<file path="src/hw/bmm_pkg.sv">
// Shared constants, opcodes and carrier types of the bit matrix product unit
package bmm_pkg;

  localparam int MAT_MAX         = 64;   // Largest matrix side in bits
  localparam int IDX_W           = 7;    // Element index and vector length width
  localparam int SLICE_COUNT     = 6;    // Bit slices per element pipe
  localparam int SLICE_GROUPS    = 3;    // Bit groups per row half
  localparam int SLICE_BITS      = 22;   // Operand bits per slice
  localparam int SLICE_REAL_LAST = 20;   // Real bits of the last slice of each half
  localparam int SLICE_ELEMS     = 32;   // Stored elements per slice
  localparam int PIPE_COUNT      = 2;    // Even and odd element pipes
  localparam int FIFO_DEPTH      = 16;   // Result buffer words
  localparam int FIFO_MARGIN     = 3;    // Free words kept for beats in flight

  localparam logic [IDX_W-1:0] LOW_LOAD_BASE  = 7'h00;
  localparam logic [IDX_W-1:0] HIGH_LOAD_BASE = 7'h40;
  localparam logic [IDX_W-1:0] FULL_SIZE      = 7'h40;
  localparam logic             LOADED_RESET   = 1'b0;
  localparam logic             READY_RESET    = 1'b0;

  typedef enum logic [2:0] {
    OP_LOAD_LOW   = 3'b000,
    OP_LOAD_HIGH  = 3'b001,
    OP_MUL_VECTOR = 3'b010,
    OP_MUL_SCALAR = 3'b011,
    OP_CLEAR      = 3'b100
  } op_type;

  // One beat from issue: an element of the source vector or the scalar word
  typedef struct packed {
    op_type             op;
    logic [IDX_W-1:0]   vectorLength;
    logic [IDX_W-1:0]   index;
    logic [63:0]        data;
  } request_type;

  typedef struct packed {
    logic               toScalar;
    logic [IDX_W-1:0]   index;
    logic [63:0]        data;
  } result_type;

  // Zero or anything above the maximum selects the full matrix
  function automatic logic [IDX_W-1:0] matrixSize(input logic [IDX_W-1:0] vl);
    return (vl == 7'h00 || vl > FULL_SIZE) ? FULL_SIZE : vl;
  endfunction

endpackage

</file>
<file path="src/hw/bit_matrix_product_unit.sv">
// Bit matrix product unit: transposed matrix store, GF(2) multiply, result buffer
`timescale 1ns/1ps
`default_nettype none
//
// Function
// [RL1] Six slices of 22 operand bits; the last slice per half ties two inputs low.
// [RL2] Each slice stores 32 elements by 22 bits of the transposed matrix.
// [RL3] Slices form 32 partial results; the owning half combines them into result bits.
// [RL4] Control enters once and is relayed by two slice relay registers.
// [RL5] Loading stores the matrix transposed: element and bit position swap.
// [RL6] Result bit j is XOR over k of a(k) AND b(j,k).
// [RL7] Matrix side comes from the vector length, 1 to 64.
// [RL8] Issuer places matrices left-justified from element 0, bit 63.
// [RL9] Issuer zeroes bits beyond the matrix width.
// [RL10] Issuer supplies square matrices of equal size.
// [RL11] Vector elements outside the matrix produce no result write.
// [RL12] Vector form gives one result element per source element inside the matrix.
// [RL13] Scalar form gives one 64-bit result to a scalar destination.
// [RL14] Low load takes elements 0 to 63, high load elements 64 to 127.
// [RL15] Clear instruction drops the matrix-loaded flag.
// [RL16] Loading the last row sets the flag; it holds until clear or reset.
// [RL17] Even elements use pipe zero, odd ones pipe one, each with its own copy.
module bit_matrix_product_unit
  import bmm_pkg::*;
#(
  parameter int DEPTH = FIFO_DEPTH
) (
  // Clock and reset
  input  wire logic        clk,
  input  wire logic        srst,
  // Beats from issue
  input  wire logic        reqValid,
  output logic             reqReady,
  input  wire request_type req,
  // Results to the register files
  output logic             resValid,
  input  wire logic        resReady,
  output result_type       res,
  // Status
  output logic             matrixLoaded
);
  localparam int LW = $clog2(DEPTH+2);

  typedef struct packed {
    op_type           op;
    logic [IDX_W-1:0] size;
  } control_type;

  // Stage one: the operand beat and two relayed control copies
  logic             s1Valid_q, s1Valid_d;
  request_type      s1Req_q, s1Req_d;
  control_type      ctlRelay_q [2];
  control_type      ctlRelay_d [2];
  logic             reqReady_q, reqReady_d;
  logic             matrixLoaded_q, matrixLoaded_d;
  logic [MAT_MAX-1:0] tq_q [PIPE_COUNT][MAT_MAX];
  logic [MAT_MAX-1:0] tq_d [PIPE_COUNT][MAT_MAX];

  logic               accept;
  logic [IDX_W-1:0]   loadBase, loadRow;
  logic               isLoad, loadWrite, loadLast, clearHit;
  logic [MAT_MAX-1:0] bBits;
  logic [MAT_MAX-1:0] aBits [2];
  logic [MAT_MAX-1:0] sizeMask;
  logic [SLICE_ELEMS-1:0] partial [PIPE_COUNT][SLICE_COUNT];
  logic [MAT_MAX-1:0] cBits [PIPE_COUNT];
  logic               pipeSel;
  logic               fifoPush, fifoInReady;
  result_type         pushData;
  logic [LW-1:0]      fifoLevel;

  assign accept = reqValid && reqReady_q;

  // Single copy of control is captured into the two relay slices
  always_comb begin
    s1Valid_d = accept;
    s1Req_d   = accept ? req : s1Req_q;
    for (int h = 0; h < 2; h++) begin
      ctlRelay_d[h] = accept ? control_type'{req.op, matrixSize(req.vectorLength)} : ctlRelay_q[h]; // RL4 RL7
    end
    // Margin covers the beat in stage one, the one taken this cycle and the one taken with this ready
    reqReady_d = fifoLevel <= LW'(DEPTH - FIFO_MARGIN);
  end

  always_comb begin
    for (int k = 0; k < MAT_MAX; k++) begin
      sizeMask[MAT_MAX-1-k] = k < int'(ctlRelay_q[0].size); // RL7
      bBits[k]              = s1Req_q.data[MAT_MAX-1-k];
    end
    for (int h = 0; h < 2; h++) begin
      for (int k = 0; k < MAT_MAX; k++) begin
        // Matrix bit zero sits in register bit 63
        aBits[h][k] = s1Req_q.data[MAT_MAX-1-k] && (k < int'(ctlRelay_q[h].size)); // RL7
      end
    end
  end

  // Load decode
  always_comb begin
    isLoad    = s1Valid_q && (ctlRelay_q[0].op == OP_LOAD_LOW || ctlRelay_q[0].op == OP_LOAD_HIGH);
    loadBase  = (ctlRelay_q[0].op == OP_LOAD_HIGH) ? HIGH_LOAD_BASE : LOW_LOAD_BASE; // RL14
    loadRow   = IDX_W'(s1Req_q.index - loadBase);
    loadWrite = isLoad && s1Req_q.index >= loadBase && loadRow < ctlRelay_q[0].size; // RL14
    loadLast  = loadWrite && loadRow == IDX_W'(ctlRelay_q[0].size - 1'b1);
    clearHit  = s1Valid_q && ctlRelay_q[0].op == OP_CLEAR;
  end

  // Storage indexed by bit position then element: one beat writes one column
  always_comb begin
    tq_d = tq_q;
    if (loadWrite) begin
      for (int p = 0; p < PIPE_COUNT; p++) begin
        for (int k = 0; k < MAT_MAX; k++) begin
          tq_d[p][k][loadRow[5:0]] = bBits[k]; // RL5 RL17
        end
      end
    end
  end

  always_comb begin
    matrixLoaded_d = matrixLoaded_q;
    if (clearHit) begin
      matrixLoaded_d = 1'b0; // RL15
    end
    // A completed load wins over a clear in the same cycle
    if (loadLast) begin
      matrixLoaded_d = 1'b1; // RL16
    end
  end

  // Slice s covers elements of half s/3 and bit group s%3
  for (genvar p = 0; p < PIPE_COUNT; p++) begin : g_pipe
    for (genvar s = 0; s < SLICE_COUNT; s++) begin : g_slice
      localparam int HALF = s / SLICE_GROUPS;
      localparam int BASE = (s % SLICE_GROUPS) * SLICE_BITS;
      localparam int REAL = (s % SLICE_GROUPS == SLICE_GROUPS-1) ? SLICE_REAL_LAST : SLICE_BITS;
      logic [SLICE_BITS-1:0]  sliceA;
      logic [SLICE_ELEMS-1:0] part;
      always_comb begin
        for (int kk = 0; kk < SLICE_BITS; kk++) begin
          sliceA[kk] = (kk < REAL) ? aBits[HALF][6'(BASE + kk)] : 1'b0; // RL1
        end
        part = '0;
        for (int e = 0; e < SLICE_ELEMS; e++) begin
          for (int kk = 0; kk < REAL; kk++) begin
            part[e] = part[e] ^ (sliceA[kk] & tq_q[p][6'(BASE + kk)][6'(HALF*SLICE_ELEMS + e)]); // RL2 RL6
          end
        end
      end
      assign partial[p][s] = part;
    end
    // Partials travel to the half that owns each result bit
    always_comb begin
      for (int j = 0; j < MAT_MAX; j++) begin
        cBits[p][j] = 1'b0;
        for (int g = 0; g < SLICE_GROUPS; g++) begin
          cBits[p][j] = cBits[p][j] ^ partial[p][(j / SLICE_ELEMS) * SLICE_GROUPS + g][j % SLICE_ELEMS]; // RL3
        end
      end
    end
  end

  // Result forming and push into the buffer
  always_comb begin
    pipeSel           = (ctlRelay_q[1].op == OP_MUL_VECTOR) && s1Req_q.index[0]; // RL17
    pushData.toScalar = ctlRelay_q[1].op == OP_MUL_SCALAR; // RL13
    pushData.index    = s1Req_q.index;
    for (int j = 0; j < MAT_MAX; j++) begin
      pushData.data[MAT_MAX-1-j] = cBits[pipeSel][j] && (j < int'(ctlRelay_q[1].size)); // RL6
    end
    fifoPush = s1Valid_q && fifoInReady &&
               ((ctlRelay_q[1].op == OP_MUL_VECTOR && s1Req_q.index < ctlRelay_q[1].size) || // RL11 RL12
                ctlRelay_q[1].op == OP_MUL_SCALAR); // RL13
  end

  result_fifo #(
    .WIDTH ($bits(result_type)),
    .DEPTH (DEPTH)
  ) u_result_fifo (
    .clk      (clk),
    .srst     (srst),
    .inValid  (fifoPush),
    .inReady  (fifoInReady),
    .inData   (pushData),
    .outValid (resValid),
    .outReady (resReady),
    .outData  (res),
    .level    (fifoLevel)
  );

  always_ff @(posedge clk) begin
    if (srst) begin
      s1Valid_q      <= 1'b0;
      s1Req_q        <= '0;
      ctlRelay_q     <= '{default: '0};
      reqReady_q     <= READY_RESET;
      matrixLoaded_q <= LOADED_RESET;
      tq_q           <= '{default: '0};
    end else begin
      s1Valid_q      <= s1Valid_d;
      s1Req_q        <= s1Req_d;
      ctlRelay_q     <= ctlRelay_d;
      reqReady_q     <= reqReady_d;
      matrixLoaded_q <= matrixLoaded_d;
      tq_q           <= tq_d;
    end
  end

  assign reqReady     = reqReady_q;
  assign matrixLoaded = matrixLoaded_q;

  // Result bit zero recomputed from each pipe's own stored copy
  logic colParity [PIPE_COUNT];
  always_comb begin
    for (int p = 0; p < PIPE_COUNT; p++) begin
      colParity[p] = 1'b0;
      for (int k = 0; k < MAT_MAX; k++) begin
        colParity[p] = colParity[p] ^ (aBits[0][k] & tq_q[p][k][0]);
      end
    end
  end

  // Results owed by taken multiply beats; a lost or doubled result drives this past one
  logic [1:0] owed_q, owed_d;
  logic       owes;
  always_comb begin
    owes   = accept && (req.op == OP_MUL_SCALAR ||
                        (req.op == OP_MUL_VECTOR && req.index < matrixSize(req.vectorLength)));
    owed_d = owed_q;
    if (owes) begin
      owed_d = 2'(owed_d + 2'h1);
    end
    if (fifoPush) begin
      owed_d = 2'(owed_d - 2'h1);
    end
  end

  always_ff @(posedge clk) begin
    if (srst) begin
      owed_q <= 2'h0;
    end else begin
      owed_q <= owed_d;
    end
  end
endmodule // bit_matrix_product_unit
`default_nettype wire

</file>
<file path="src/hw/result_fifo.sv">
// Synchronous FIFO with a registered output word
`timescale 1ns/1ps
`default_nettype none
module result_fifo #(
  parameter int WIDTH = 72,
  parameter int DEPTH = 16
) (
  // Clock and reset
  input  wire logic             clk,
  input  wire logic             srst,
  // Fill side
  input  wire logic             inValid,
  output logic                  inReady,
  input  wire logic [WIDTH-1:0] inData,
  // Drain side
  output logic                  outValid,
  input  wire logic             outReady,
  output logic [WIDTH-1:0]      outData,
  // Words held, output register included
  output logic [$clog2(DEPTH+2)-1:0] level
);
  localparam int PW = $clog2(DEPTH);
  localparam int CW = $clog2(DEPTH+2);

  logic [WIDTH-1:0] mem [DEPTH];
  logic [PW-1:0]    wrPtr_q, wrPtr_d, rdPtr_q, rdPtr_d;
  logic [CW-1:0]    count_q, count_d;
  logic             outValid_q, outValid_d;
  logic [WIDTH-1:0] outData_q, outData_d;
  logic             push, pop;

  always_comb begin
    inReady    = count_q < CW'(DEPTH);
    push       = inValid && inReady;
    pop        = (!outValid_q || outReady) && count_q != '0;
    wrPtr_d    = push ? PW'(wrPtr_q + 1'b1) : wrPtr_q;
    rdPtr_d    = pop ? PW'(rdPtr_q + 1'b1) : rdPtr_q;
    count_d    = CW'(count_q + CW'(push) - CW'(pop));
    outData_d  = pop ? mem[rdPtr_q] : outData_q;
    outValid_d = pop ? 1'b1 : (outReady ? 1'b0 : outValid_q);
  end

  // Storage has no reset; only pointers, count and the output stage need one
  always_ff @(posedge clk) begin
    if (push) begin
      mem[wrPtr_q] <= inData;
    end
  end

  always_ff @(posedge clk) begin
    if (srst) begin
      wrPtr_q    <= '0;
      rdPtr_q    <= '0;
      count_q    <= '0;
      outValid_q <= 1'b0;
      outData_q  <= '0;
    end else begin
      wrPtr_q    <= wrPtr_d;
      rdPtr_q    <= rdPtr_d;
      count_q    <= count_d;
      outValid_q <= outValid_d;
      outData_q  <= outData_d;
    end
  end

  assign outValid = outValid_q;
  assign outData  = outData_q;
  assign level    = CW'(count_q + CW'(outValid_q));

endmodule // result_fifo
`default_nettype wire

</file>
<file path="config.mk">
export PLATFORM = sky130hd
export DESIGN_NAME = bit_matrix_product_unit
export DESIGN_NICKNAME = d
export VERILOG_FILES = /design/src/hw/bmm_pkg.sv /design/src/hw/bit_matrix_product_unit.sv /design/src/hw/result_fifo.sv
export SDC_FILE = /design/constraint.sdc
export NUM_CORES = 1
export LEC_CHECK = 0
export BUFFER_PORTS_ARGS = -buffer_cell sky130_fd_sc_hd__buf_2
export CAP_MARGIN = 20
export CORE_MARGIN = 3
export CORE_UTILIZATION = 35
export DETAILED_ROUTE_END_ITERATION = 8
export GPL_ROUTABILITY_DRIVEN = 0
export PLACE_DENSITY_LB_ADDON = 0.15
export SLEW_MARGIN = 20
export SYNTH_ARGS = -nofsm -noshare
export SYNTH_HDL_FRONTEND = slang
export SYNTH_SLANG_ARGS = --single-unit
</file>
<file path="constraint.sdc">
create_clock -name clk -period 4.4 [get_ports clk]
set_input_delay 0.44 -clock clk [delete_from_list [all_inputs] [get_ports clk]]
set_output_delay 0.44 -clock clk [all_outputs]
set_load 0.01 [all_outputs]
</file>
==> out/metrics.yaml, run 1 <==
status:
  status: "complete, no violations"
clock_tree:
  clkSinkCount: 170
  cts_tree: "built"
  clk_path_buf_depth: 2
  cts_setup_buffers: 0
  numCtsBuffers: 17
  cts-htree-levels: 4
  cts_resized: 0
  insertion_delay_ns: 0.44
  ctsHoldBuffers: 0
  clk_pin_slew_ns: 0.07
  root_buffer: "clkbuf_16"
detailed_routing:
  via_per_inst: 4.75
  first_pass_iters: 5
  wl_per_cell_um: 17.7
  num_vias: 4204
  drtAntennaViolNets: 0
  routed_wl_um: 15600
  drtIter0Drc: 308
  drc: 0
global_route:
  first_global_vias: 4143
  use_met1: 0.176
  grt_max_degree: 47
  use_met2: 0.217
  antenna_found_initial: 0
  grt-ovfl-total: 0
  grt_first_pass_wirelength_um: 24100
  grt_busiest_layer: "met2"
  grt_use_met3: 0.0274
  track_usage: 0.131
timing:
  slew_viol_final: 0
  tightest_slew_ns: 0.911
  finalHoldViolations: 0
  max_slew_margin: 0.393
  skew_ns: 0.0339
  max_freq_ghz: 0.311
  rsz0062_at_grt: "no"
  fin_crit_sh: 0.731
  setup_viol: 0
  finalCriticalPeriod_ns: 3.22
  setup_tns_ns: 0
  holdWs_ns: 0.239
  setup_ws_ns: 1.18
synth:
  synth_cells: 556
  ys_top_cells_by_area: "edfxtp_1, dfxtp_1, buf_4, mux4_1, mux4_2"
  synthesis.area_um2: 7910
  yosysMostFrequentCell: "edfxtp_1"
  yosys_warnings: 0
  seq_area_frac_synth: 0.592
  yosysUniqueCellTypes: 47
  syn_avg_cell_area_um2: 14.2
  synth_edf_count: 128
  async_flop_share: 0
  synth_top_area_cell: "edfxtp_1"
  ys_ff_latch: 170
  synthFlopType: "edfxtp_1"
  ys_top_cells_by_count: "edfxtp_1, buf_4, dfxtp_1"
  synth_top_area_share: 0.486
power_and_ir_drop:
  switching_share: 0.297
  p_seq_frac: 0.445
  cellLeakagePower_nw: 3.10
  p_clk_frac: 0.337
  combPwrFrac: 0.218
  p_int_mw: 3.11
  p_switching_mw: 1.31
  p_per_area_nw_per_um2: 511
  ir_worst_vdd_mv: 0.278
floorplanning:
  fp-row-count: 54
  core_area_um2: 22000
  die-width_um: 156
  io_pins: 160
  dieArea_um2: 24400
  start_util: 0.359
  fp.dieH_um: 156
worst_setup_path:
  reg2regPathDepth: 12
  cp-end-kind: "flip-flop"
  required_ns: 4.66
  crit-reg2reg-launch: "pushData[70]"
  reg2reg_slack_ns: 1.18
  arrival_ns: 3.48
  r2r-end: "u_result_fifo.count_q[4]"
  path_class: "reg -> reg"
  cp_max_fo: 19
  crit_path_start_kind: "flip-flop"
hold_path:
  hold_path.class: "in -> reg"
  worstHoldStart: "req[67]"
  whs_endpoint: "pushData[67]"
  hold_path_depth: 3
final_layout:
  layout-drive-gt1-share: 0.164
  diodes: 0
  final_cell_area_um2: 8650
  area_delta_synth_final_pct: 9.45
  finalNetCount: 703
placed_design:
  dp_worst_setup_slack_ns: 1.15
  io_buffer_count: 31
  dp.final_hpwl_um: 10500
  placed_area_um2: 8060
run:
  drv_cap: 0
==> power by group through the flow <==
stage	clock network, mW	registers [mW]	logic, mW
finish	1.49	1.97	0.965
global route	1.60	1.99	1.08
CTS	1.54	1.98	0.986
detailed placement	0	2.01	0.981
global placement	0	2.01	0.966
floorplan	0	1.94	0.858
==> cell type report <==
cell class	count	area (µm²)
Fill cell	2046	13400
Sequential cell	170	4690
Multi-Input combinational cell	340	2710
Clock buffer	17	425
Tap cell	280	350
Timing Repair Buffer	41	230
Clock inverter	15	170
Inverter	22	82.6
==> stage by stage <==
step / utilization / std cells / total power [mW]
3_3_place_gp: 0.366 / 853 / 2.97
5_1_grt: 0.393 / 885 / 4.67
3_5_place_dp: 0.366 / 853 / 2.99
2_1_floorplan: - / 619 / 2.80
6_report: 0.393 / 885 / 4.42
4_1_cts: 0.393 / 885 / 4.50
==> cell families (layout without fill, tap and decap cells) <==
group | Yosys count | in the layout | synth area share
xor+xnor | 15 | 15 | 0.0166
mux | 52 | 52 | 0.127
compound gates | 59 | 59 | 0.0457
buf+inv | 109 | 95 | 0.0950
other cells | 1 | 64 | 0.000474
fa+ha+maj | 26 | 26 | 0.0421
simple gates | 124 | 124 | 0.0810
flops | 170 | 170 | 0.592
==> cells in the final DEF (no fill, tap or decap), drive strengths merged, types with 3 or more instances in the layout <==
| cell | netlist | layout |
|---|---|---|
| a211oi | 10 | 10 |
| a21oi | 33 | 33 |
| and2 | 7 | 7 |
| and3 | 12 | 12 |
| buf | 81 | 41 |
| clkbuf | 6 | 17 |
| clkinv | 0 | 4 |
| conb | 1 | 64 |
| dfxtp | 42 | 42 |
| edfxtp | 128 | 128 |
| ha | 25 | 25 |
| inv | 22 | 32 |
| mux2 | 10 | 10 |
| mux2i | 10 | 10 |
| mux4 | 32 | 32 |
| nand2 | 32 | 32 |
| nand2b | 5 | 5 |
| nand3b | 8 | 8 |
| nand4 | 3 | 3 |
| nor2 | 31 | 31 |
| nor2b | 7 | 7 |
| nor3 | 7 | 7 |
| nor4b | 3 | 3 |
| o21ai | 4 | 4 |
| xnor2 | 8 | 8 |
| xor2 | 7 | 7 |
==> how the worst max path moves through the flow <==
stage | from | endpoint | slack, ns | cells after the start
detailed placement | pushData[70] | u_result_fifo.count_q[4] | 1.15 | 12
global route | pushData[70] | u_result_fifo.count_q[4] | 0.92 | 12
floorplan | pushData[67] | u_result_fifo.count_q[4] | 1.55 | 14
global placement | pushData[70] | u_result_fifo.count_q[4] | 1.21 | 12
CTS | pushData[70] | u_result_fifo.count_q[4] | 1.14 | 12
finish | pushData[70] | u_result_fifo.count_q[4] | 1.18 | 12
==> metal layers <==
layer	wire (µm)	up-vias
met4	53	0
met5	0	-
met2	8040	84
li1	-	2019
met1	7000	2099
met3	542	2
==> sequential cells by signal, summed over array words and instances (netlist names) <==
signal / cells
u_result_fifo.mem: 128
u_result_fifo.wrPtr_q: 4
u_result_fifo.outData: 8
u_result_fifo.count_q: 5
ctlRelay_q: 10
matrixLoaded: 1
u_result_fifo.rdPtr_q: 4
pushData: 7
reqReady: 1
s1Valid_q: 1
u_result_fifo.outValid: 1
==> worst max-delay path, cell delays in order (launching register included) <==
cell	delay (ns)
dfxtp_1	0.74
ha_1	0.37
a21oi_1	0.14
o21ai_0	0.21
nor2_1	0.43
ha_1	0.25
inv_1	0.06
fa_1	0.42
inv_1	0.07
a21oi_1	0.06
nor2_1	0.11
or3_1	0.12
a21oi_1	0.05
Note: power is estimated with default switching activity, not from simulation.
==> run 2, diff against run 1 <==
==> constraint.sdc (replaced) <==
create_clock -name clk -period 2.6 [get_ports clk]
set_input_delay 0.26 -clock clk [delete_from_list [all_inputs] [get_ports clk]]
set_output_delay 0.26 -clock clk [all_outputs]
set_load 0.01 [all_outputs]
==> run 2 against run 1 <==
Non-clock buffer count up 39. Final area up 4.5%. Via count up 4.3%. Register-to-register slack worse by 1.1 ns. Critical path depth up 2. Power up 68%. Final cell count up 4.3%. Combinational power up 100%. Sequential power up 60%. Global-route usage up 0.29 points. Critical endpoint unchanged. Largest power group unchanged. Highest routed layer unchanged.
==> out/metrics.yaml, run 2 (synthesis gave the netlist of run 1 again) <==
worst_setup_path:
  max_stage_delay_ns: 0.35
  crit_start: "ctlRelay_q[11]"
  crit-reg2reg-launch: "ctlRelay_q[11]"
  cp_max_fo: 2
  r2r-end: "u_result_fifo.count_q[4]"
  cpMostUsedCell: "inv_1"
  crit_path_start_kind: "flip-flop"
  required_ns: 2.95
  worstPathCellList: "inv_1 -> ha_1 -> nor2b_2 -> o2111ai_2 -> a21oi_2 -> nor2_4 -> ha_2 -> inv_1 -> fa_2 -> inv_1 -> a21oi_1 -> nor2_1 -> or3_1 -> a21oi_2"
  reg2regPathDepth: 14
  path_class: "reg -> reg"
  arrival_ns: 2.83
  slowest_stage: "or3_1"
  cp-end-kind: "flip-flop"
  reg2reg_slack_ns: 0.12
hold_path:
  hold_path_depth: 3
  hold_path.class: "in -> reg"
  worstHoldStart: "req[78]"
  whs_endpoint: "ctlRelay_q[17]"
floorplanning:
  io_pins: 160
  start_util: 0.359
  fp-row-count: 54
  dieArea_um2: 24400
  fp.dieH_um: 156
  core_area_um2: 22000
  die-width_um: 156
clock_tree:
  cts_tree: "built"
  clkSinkCount: 170
  cts-htree-levels: 4
  ctsHoldBuffers: 0
  numCtsBuffers: 17
  clk_pin_slew_ns: 0.06
  clk_path_buf_depth: 2
  root_buffer: "clkbuf_16"
  insertion_delay_ns: 0.42
power_and_ir_drop:
  cellLeakagePower_nw: 3.31
  power_mw: 7.43
  p_per_area_nw_per_um2: 822
  ir_worst_vdd_mv: 0.426
global_route:
  grt_use_met3: 0.0238
  grt_max_degree: 46
  grt_first_pass_wirelength_um: 24700
  use_met2: 0.214
  grt-ovfl-total: 0
  antenna_found_initial: 0
  track_usage: 0.133
  first_global_vias: 4439
  use_met1: 0.181
  grt_busiest_layer: "met2"
run:
  drv_cap: 0
final_layout:
  final_common_cell: "edfxtp_1"
  final_cell_area_um2: 9040
  diodes: 0
  largest_reg_flops: 128
  finalNetCount: 742
  layout-drive-gt1-share: 0.224
  largest_register: "u_result_fifo.mem"
  final_cell_mix: "edfxtp_1, conb_1, buf_4"
  area_delta_synth_final_pct: 14.4
  final_cells: 923
detailed_routing:
  first_pass_iters: 4
  via_per_inst: 4.75
  wl_per_cell_um: 17.0
  routed_wl_um: 15700
  drc: 0
  drtAntennaViolNets: 0
  num_vias: 4385
  drtIter0Drc: 252
placed_design:
  io_buffer_count: 31
  placed_area_um2: 8470
  place_inst: 890
  dp.final_hpwl_um: 10700
timing:
  slew_viol_final: 0
  setup_viol: 0
  tightest_slew_ns: 0.690
  finalCriticalPeriod_ns: 2.48
  rsz0062_at_grt: "yes"
  finalHoldViolations: 0
  fin_crit_sh: 0.953
  max_slew_margin: 0.539
  skew_ns: 0.00697
  max_freq_ghz: 0.404
  holdWs_ns: 0.0738
status:
  status: "complete, no violations"
run 2: power by group:
group | internal (mW) | switching, mW
clock | 1.36 | 0.946
combinational | 0.935 | 1.02
sequential | 3.08 | 0.0886
run 2: worst max path at each step:
stage,slack [ns],cells after the start,end
4_1_cts,0.01,14,u_result_fifo.count_q[4]
6_report,0.12,14,u_result_fifo.count_q[4]
5_1_grt,-0.07,14,u_result_fifo.count_q[4]
2_1_floorplan,0.01,15,u_result_fifo.count_q[4]
3_5_place_dp,-0.09,14,u_result_fifo.count_q[4]
3_3_place_gp,-0.06,14,u_result_fifo.count_q[4]
run 2: per-layer routing:
layer	vias to the layer above	share of wire
li1	2094	-
met1	2194	0.45
met2	83	0.50
met5	-	0
met4	0	0.010
met3	14	0.037
run 2: worst max-delay path: cells and delay by family (launching register included):
family	cells	cell delay, ns
buf+inv	3	0.17
compound gates	4	0.60
flops	1	0.33
fa+ha+maj	3	0.67
simple gates	4	0.64
run 2: layout make-up:
type | count | area (µm²)
multi-input cells | 340 | 2750
flip-flops and latches | 170 | 4690
repair buffers | 80 | 636
fillers | 2083 | 13000
clock buffers | 27 | 483
well taps | 280 | 350
inverters | 22 | 82.6
clock inverters | 4 | 45.0
run 2: stage by stage:
step           setup slack, ns   util  TNS, ns
6_report                 0.122  0.410        0
5_1_grt                -0.0736  0.410  -0.0736
4_1_cts                 0.0113  0.410        0
3_5_place_dp           -0.0898  0.385  -0.0898
3_3_place_gp           -0.0626  0.385  -0.0626
2_1_floorplan          0.00989      -        0
run 2: timing repair:
| item | CTS | global route |
|---|---|---|
| resized for setup | 4 | 4 |
| setup buffers | 1 | 1 |
| setup endpoints to repair | 2 | 34 |
| pin swaps | 1 | 3 |
==> run 3, diff against run 2 <==
--- a/config.mk
+++ b/config.mk
@@ -5,11 +5,12 @@
 export SDC_FILE = /design/constraint.sdc
 export NUM_CORES = 1
 export LEC_CHECK = 0
-export BUFFER_PORTS_ARGS = -buffer_cell sky130_fd_sc_hd__buf_2
+export ABC_AREA = 1
 export CAP_MARGIN = 20
 export CORE_MARGIN = 3
 export CORE_UTILIZATION = 35
 export DETAILED_ROUTE_END_ITERATION = 8
+export DONT_BUFFER_PORTS = 1
 export GPL_ROUTABILITY_DRIVEN = 0
 export PLACE_DENSITY_LB_ADDON = 0.15
 export SLEW_MARGIN = 20
==> run 3 against run 2 <==
First-iteration DRC count up 52%. Critical endpoint unchanged. Hold slack worse by 0.050 ns. Final cell count up 20%. Maximum frequency up 3.8%. Sequential cell count unchanged. Synthesized area up 0.49%. Via count up 20%. Synthesized cell count up 41%. Critical path depth down 1. Clock power up 5%. Clock-buffer cell count down 10. Sequential power up 6.3%. Largest power group unchanged.
==> out/metrics.yaml, run 3 <==
floorplanning:
  fp-row-count: 54
  io_pins: 160
  dieArea_um2: 24500
  start_util: 0.360
  core_area_um2: 22100
  fp.dieH_um: 157
  die-width_um: 157
global_route:
  first_global_vias: 5055
  grt_first_pass_wirelength_um: 27800
  grt-ovfl-total: 0
  grt_max_degree: 46
  track_usage: 0.148
  antenna_found_initial: 0
synth:
  synth_top_family_by_area: "simple AND/OR/NAND/NOR gates"
  synth_simple_gate_area_frac: 0.138
  synthAdderAreaFrac: 0.0419
  seq_area_frac_synth: 0.590
  synth_top_area_share: 0.484
  synthMuxAreaShare: 0
  yosysMostFrequentCell: "nor2_1"
  synth_xor_area_frac: 0.00882
  async_flop_share: 0
  synth_cells: 783
  ys_top_cells_by_count: "nor2_1, edfxtp_1, buf_4"
  synth_top_area_cell: "edfxtp_1"
  synthesis.area_um2: 7950
  ys_ff_latch: 170
  synth_edf_count: 128
  yosysUniqueCellTypes: 31
  synthFlopType: "edfxtp_1"
  ys_top_cells_by_area: "edfxtp_1, dfxtp_1, nor2_1, buf_4, o21ai_0"
  syn_avg_cell_area_um2: 10.1
  yosys_warnings: 0
  synth_compound_area_frac: 0.107
worst_setup_path:
  worstPathCellList: "inv_1 -> ha_1 -> a21oi_1 -> nand3_1 -> nand2_2 -> nand2_2 -> inv_2 -> ha_1 -> inv_1 -> fa_2 -> o31ai_4 -> buf_4 -> a21oi_1"
  reg2reg_slack_ns: 0.21
  slowest_stage: "fa_2"
  reg2regPathDepth: 13
  path_class: "reg -> reg"
  max_stage_delay_ns: 0.42
  path_delay_family: "adder cells"
  path_buf_inv: 4
  crit_path_start_kind: "flip-flop"
  cp-end-kind: "flip-flop"
  cp_max_fo: 3
  r2r-end: "u_result_fifo.count_q[4]"
  crit_start: "ctlRelay_q[16]"
  crit-reg2reg-launch: "ctlRelay_q[16]"
  required_ns: 2.91
  arrival_ns: 2.70
detailed_routing:
  wl_per_cell_um: 16.2
  routed_wl_um: 17900
  num_vias: 5283
  drc: 0
  drtAntennaViolNets: 0
  via_per_inst: 4.77
  drtIter0Drc: 382
  first_pass_iters: 5
clock_tree:
  cts_tree: "built"
  clk_path_buf_depth: 2
  clkSinkCount: 170
  root_buffer: "clkbuf_16"
  cts-htree-levels: 4
  numCtsBuffers: 17
  insertion_delay_ns: 0.43
  clk_pin_slew_ns: 0.07
hold_path:
  worstHoldStart: "req[80]"
  hold_path.class: "in -> reg"
  hold_path_depth: 2
  whs_endpoint: "ctlRelay_q[19]"
final_layout:
  layout-drive-gt1-share: 0.117
  final_cell_mix: "nor2_1, edfxtp_1, o21ai_0"
  final_cells: 1108
  final_common_cell: "nor2_1"
  largest_reg_flops: 128
  area_delta_synth_final_pct: 11.7
  final_util: 0.402
  finalNetCount: 926
  diodes: 0
  nFillCells: 2114
  largest_register: "u_result_fifo.mem"
placed_design:
  dp.final_hpwl_um: 12200
  place_inst: 1069
  io_buffer_count: 0
power_and_ir_drop:
  cellLeakagePower_nw: 3.40
  ir_worst_vdd_mv: 0.395
  p_per_area_nw_per_um2: 919
timing:
  max_slew_margin: 0.479
  setup_viol: 0
  tightest_slew_ns: 0.779
  max_freq_ghz: 0.419
  finalHoldViolations: 0
  skew_ns: 0.0141
  finalCriticalPeriod_ns: 2.39
  fin_crit_sh: 0.918
  slew_viol_final: 0
run:
  drv_cap: 0
status:
  status: "complete, no violations"
-- run 3: cell count changes after synthesis, sizes merged, moves of 12 or more --
cell,before,now
nand3,1,43
and3,12,0
o21ai,4,87
nand2,32,63
nor2,31,157
o211ai,2,32
inv,22,55
mux4,32,0
-- run 3: report_power, final --
part / internal [mW] / switching [mW]
Clock: 1.28 / 1.15
Sequential: 3.14 / 0.224
Combinational: 0.831 / 1.53
-- run 3: worst register-to-register path, stage by stage, from the launching register on --
cell and delay (ns):
dfxtp_2 0.36, inv_1 0.07, ha_1 0.31, a21oi_1 0.16, nand3_1 0.11, nand2_2 0.08, nand2_2 0.05, inv_2 0.07
ha_1 0.15, inv_1 0.06, fa_2 0.42, o31ai_4 0.26, buf_4 0.14, a21oi_1 0.05
-- run 3: cells by family after synthesis --
kind of cell	after synthesis
adders and majority gates	26
and+or+nand+nor	271
xor gates and xnor gates	8
buffers and inverters	156
DFF	170
other	1
AOI/OAI and AO/OA	151
-- run 3: timing repair --
item                                   CTS  global route
buffers inserted                         0             2
hold buffers                             5             0
endpoints found under the hold margin   20             0
setup endpoints to repair                1             1
pin swaps                                1             6
gates cloned                             0             0
resized for setup                        2            14
-- run 3: metal layers --
layer | track usage | part of all wire | up-vias
met5 | 0 | 0 | -
li1 | - | - | 2615
met4 | 0.0459 | 0.017 | 0
met2 | 0.237 | 0.47 | 145
met1 | 0.201 | 0.47 | 2510
met3 | 0.0329 | 0.042 | 13
-- run 3: how the worst max path moves through the flow --
stage                                          end  cells after the start
after global routing      u_result_fifo.count_q[4]                     15
after floorplan           u_result_fifo.count_q[4]                     14
after global placement    u_result_fifo.count_q[4]                     14
final                     u_result_fifo.count_q[4]                     13
after detailed placement  u_result_fifo.count_q[4]                     14
after CTS                 u_result_fifo.count_q[4]                     15
-- run 3: per-stage QoR --
| step | area (µm²) | setup TNS, ns | setup slack, ns | power, mW | hold WS (ns) |
|---|---|---|---|---|---|
| floorplan | 8180 | 0 | 0.0202 | 5.11 | 0.401 |
| detailed placement | 8180 | -0.0595 | -0.0595 | 5.67 | 0.334 |
| CTS | 8810 | 0 | 0.0264 | 8.15 | 0.00969 |
| global placement | 8180 | -0.0719 | -0.0719 | 5.62 | 0.331 |
| finish | 8880 | 0 | 0.212 | 8.15 | 0.0242 |
| global route | 8880 | -0.00361 | -0.00361 | 8.72 | 0.0258 |
-- run 3: area by class of cell --
class	instances	area (µm²)	area share
sequential	170	4690	0.529
multi-input combinational	520	2650	0.299
clock buffer	17	425	0.0479
timing repair buffer	48	385	0.0434
tap	280	350	0.0395
inverter	58	218	0.0245
clock inverter	15	151	0.0171
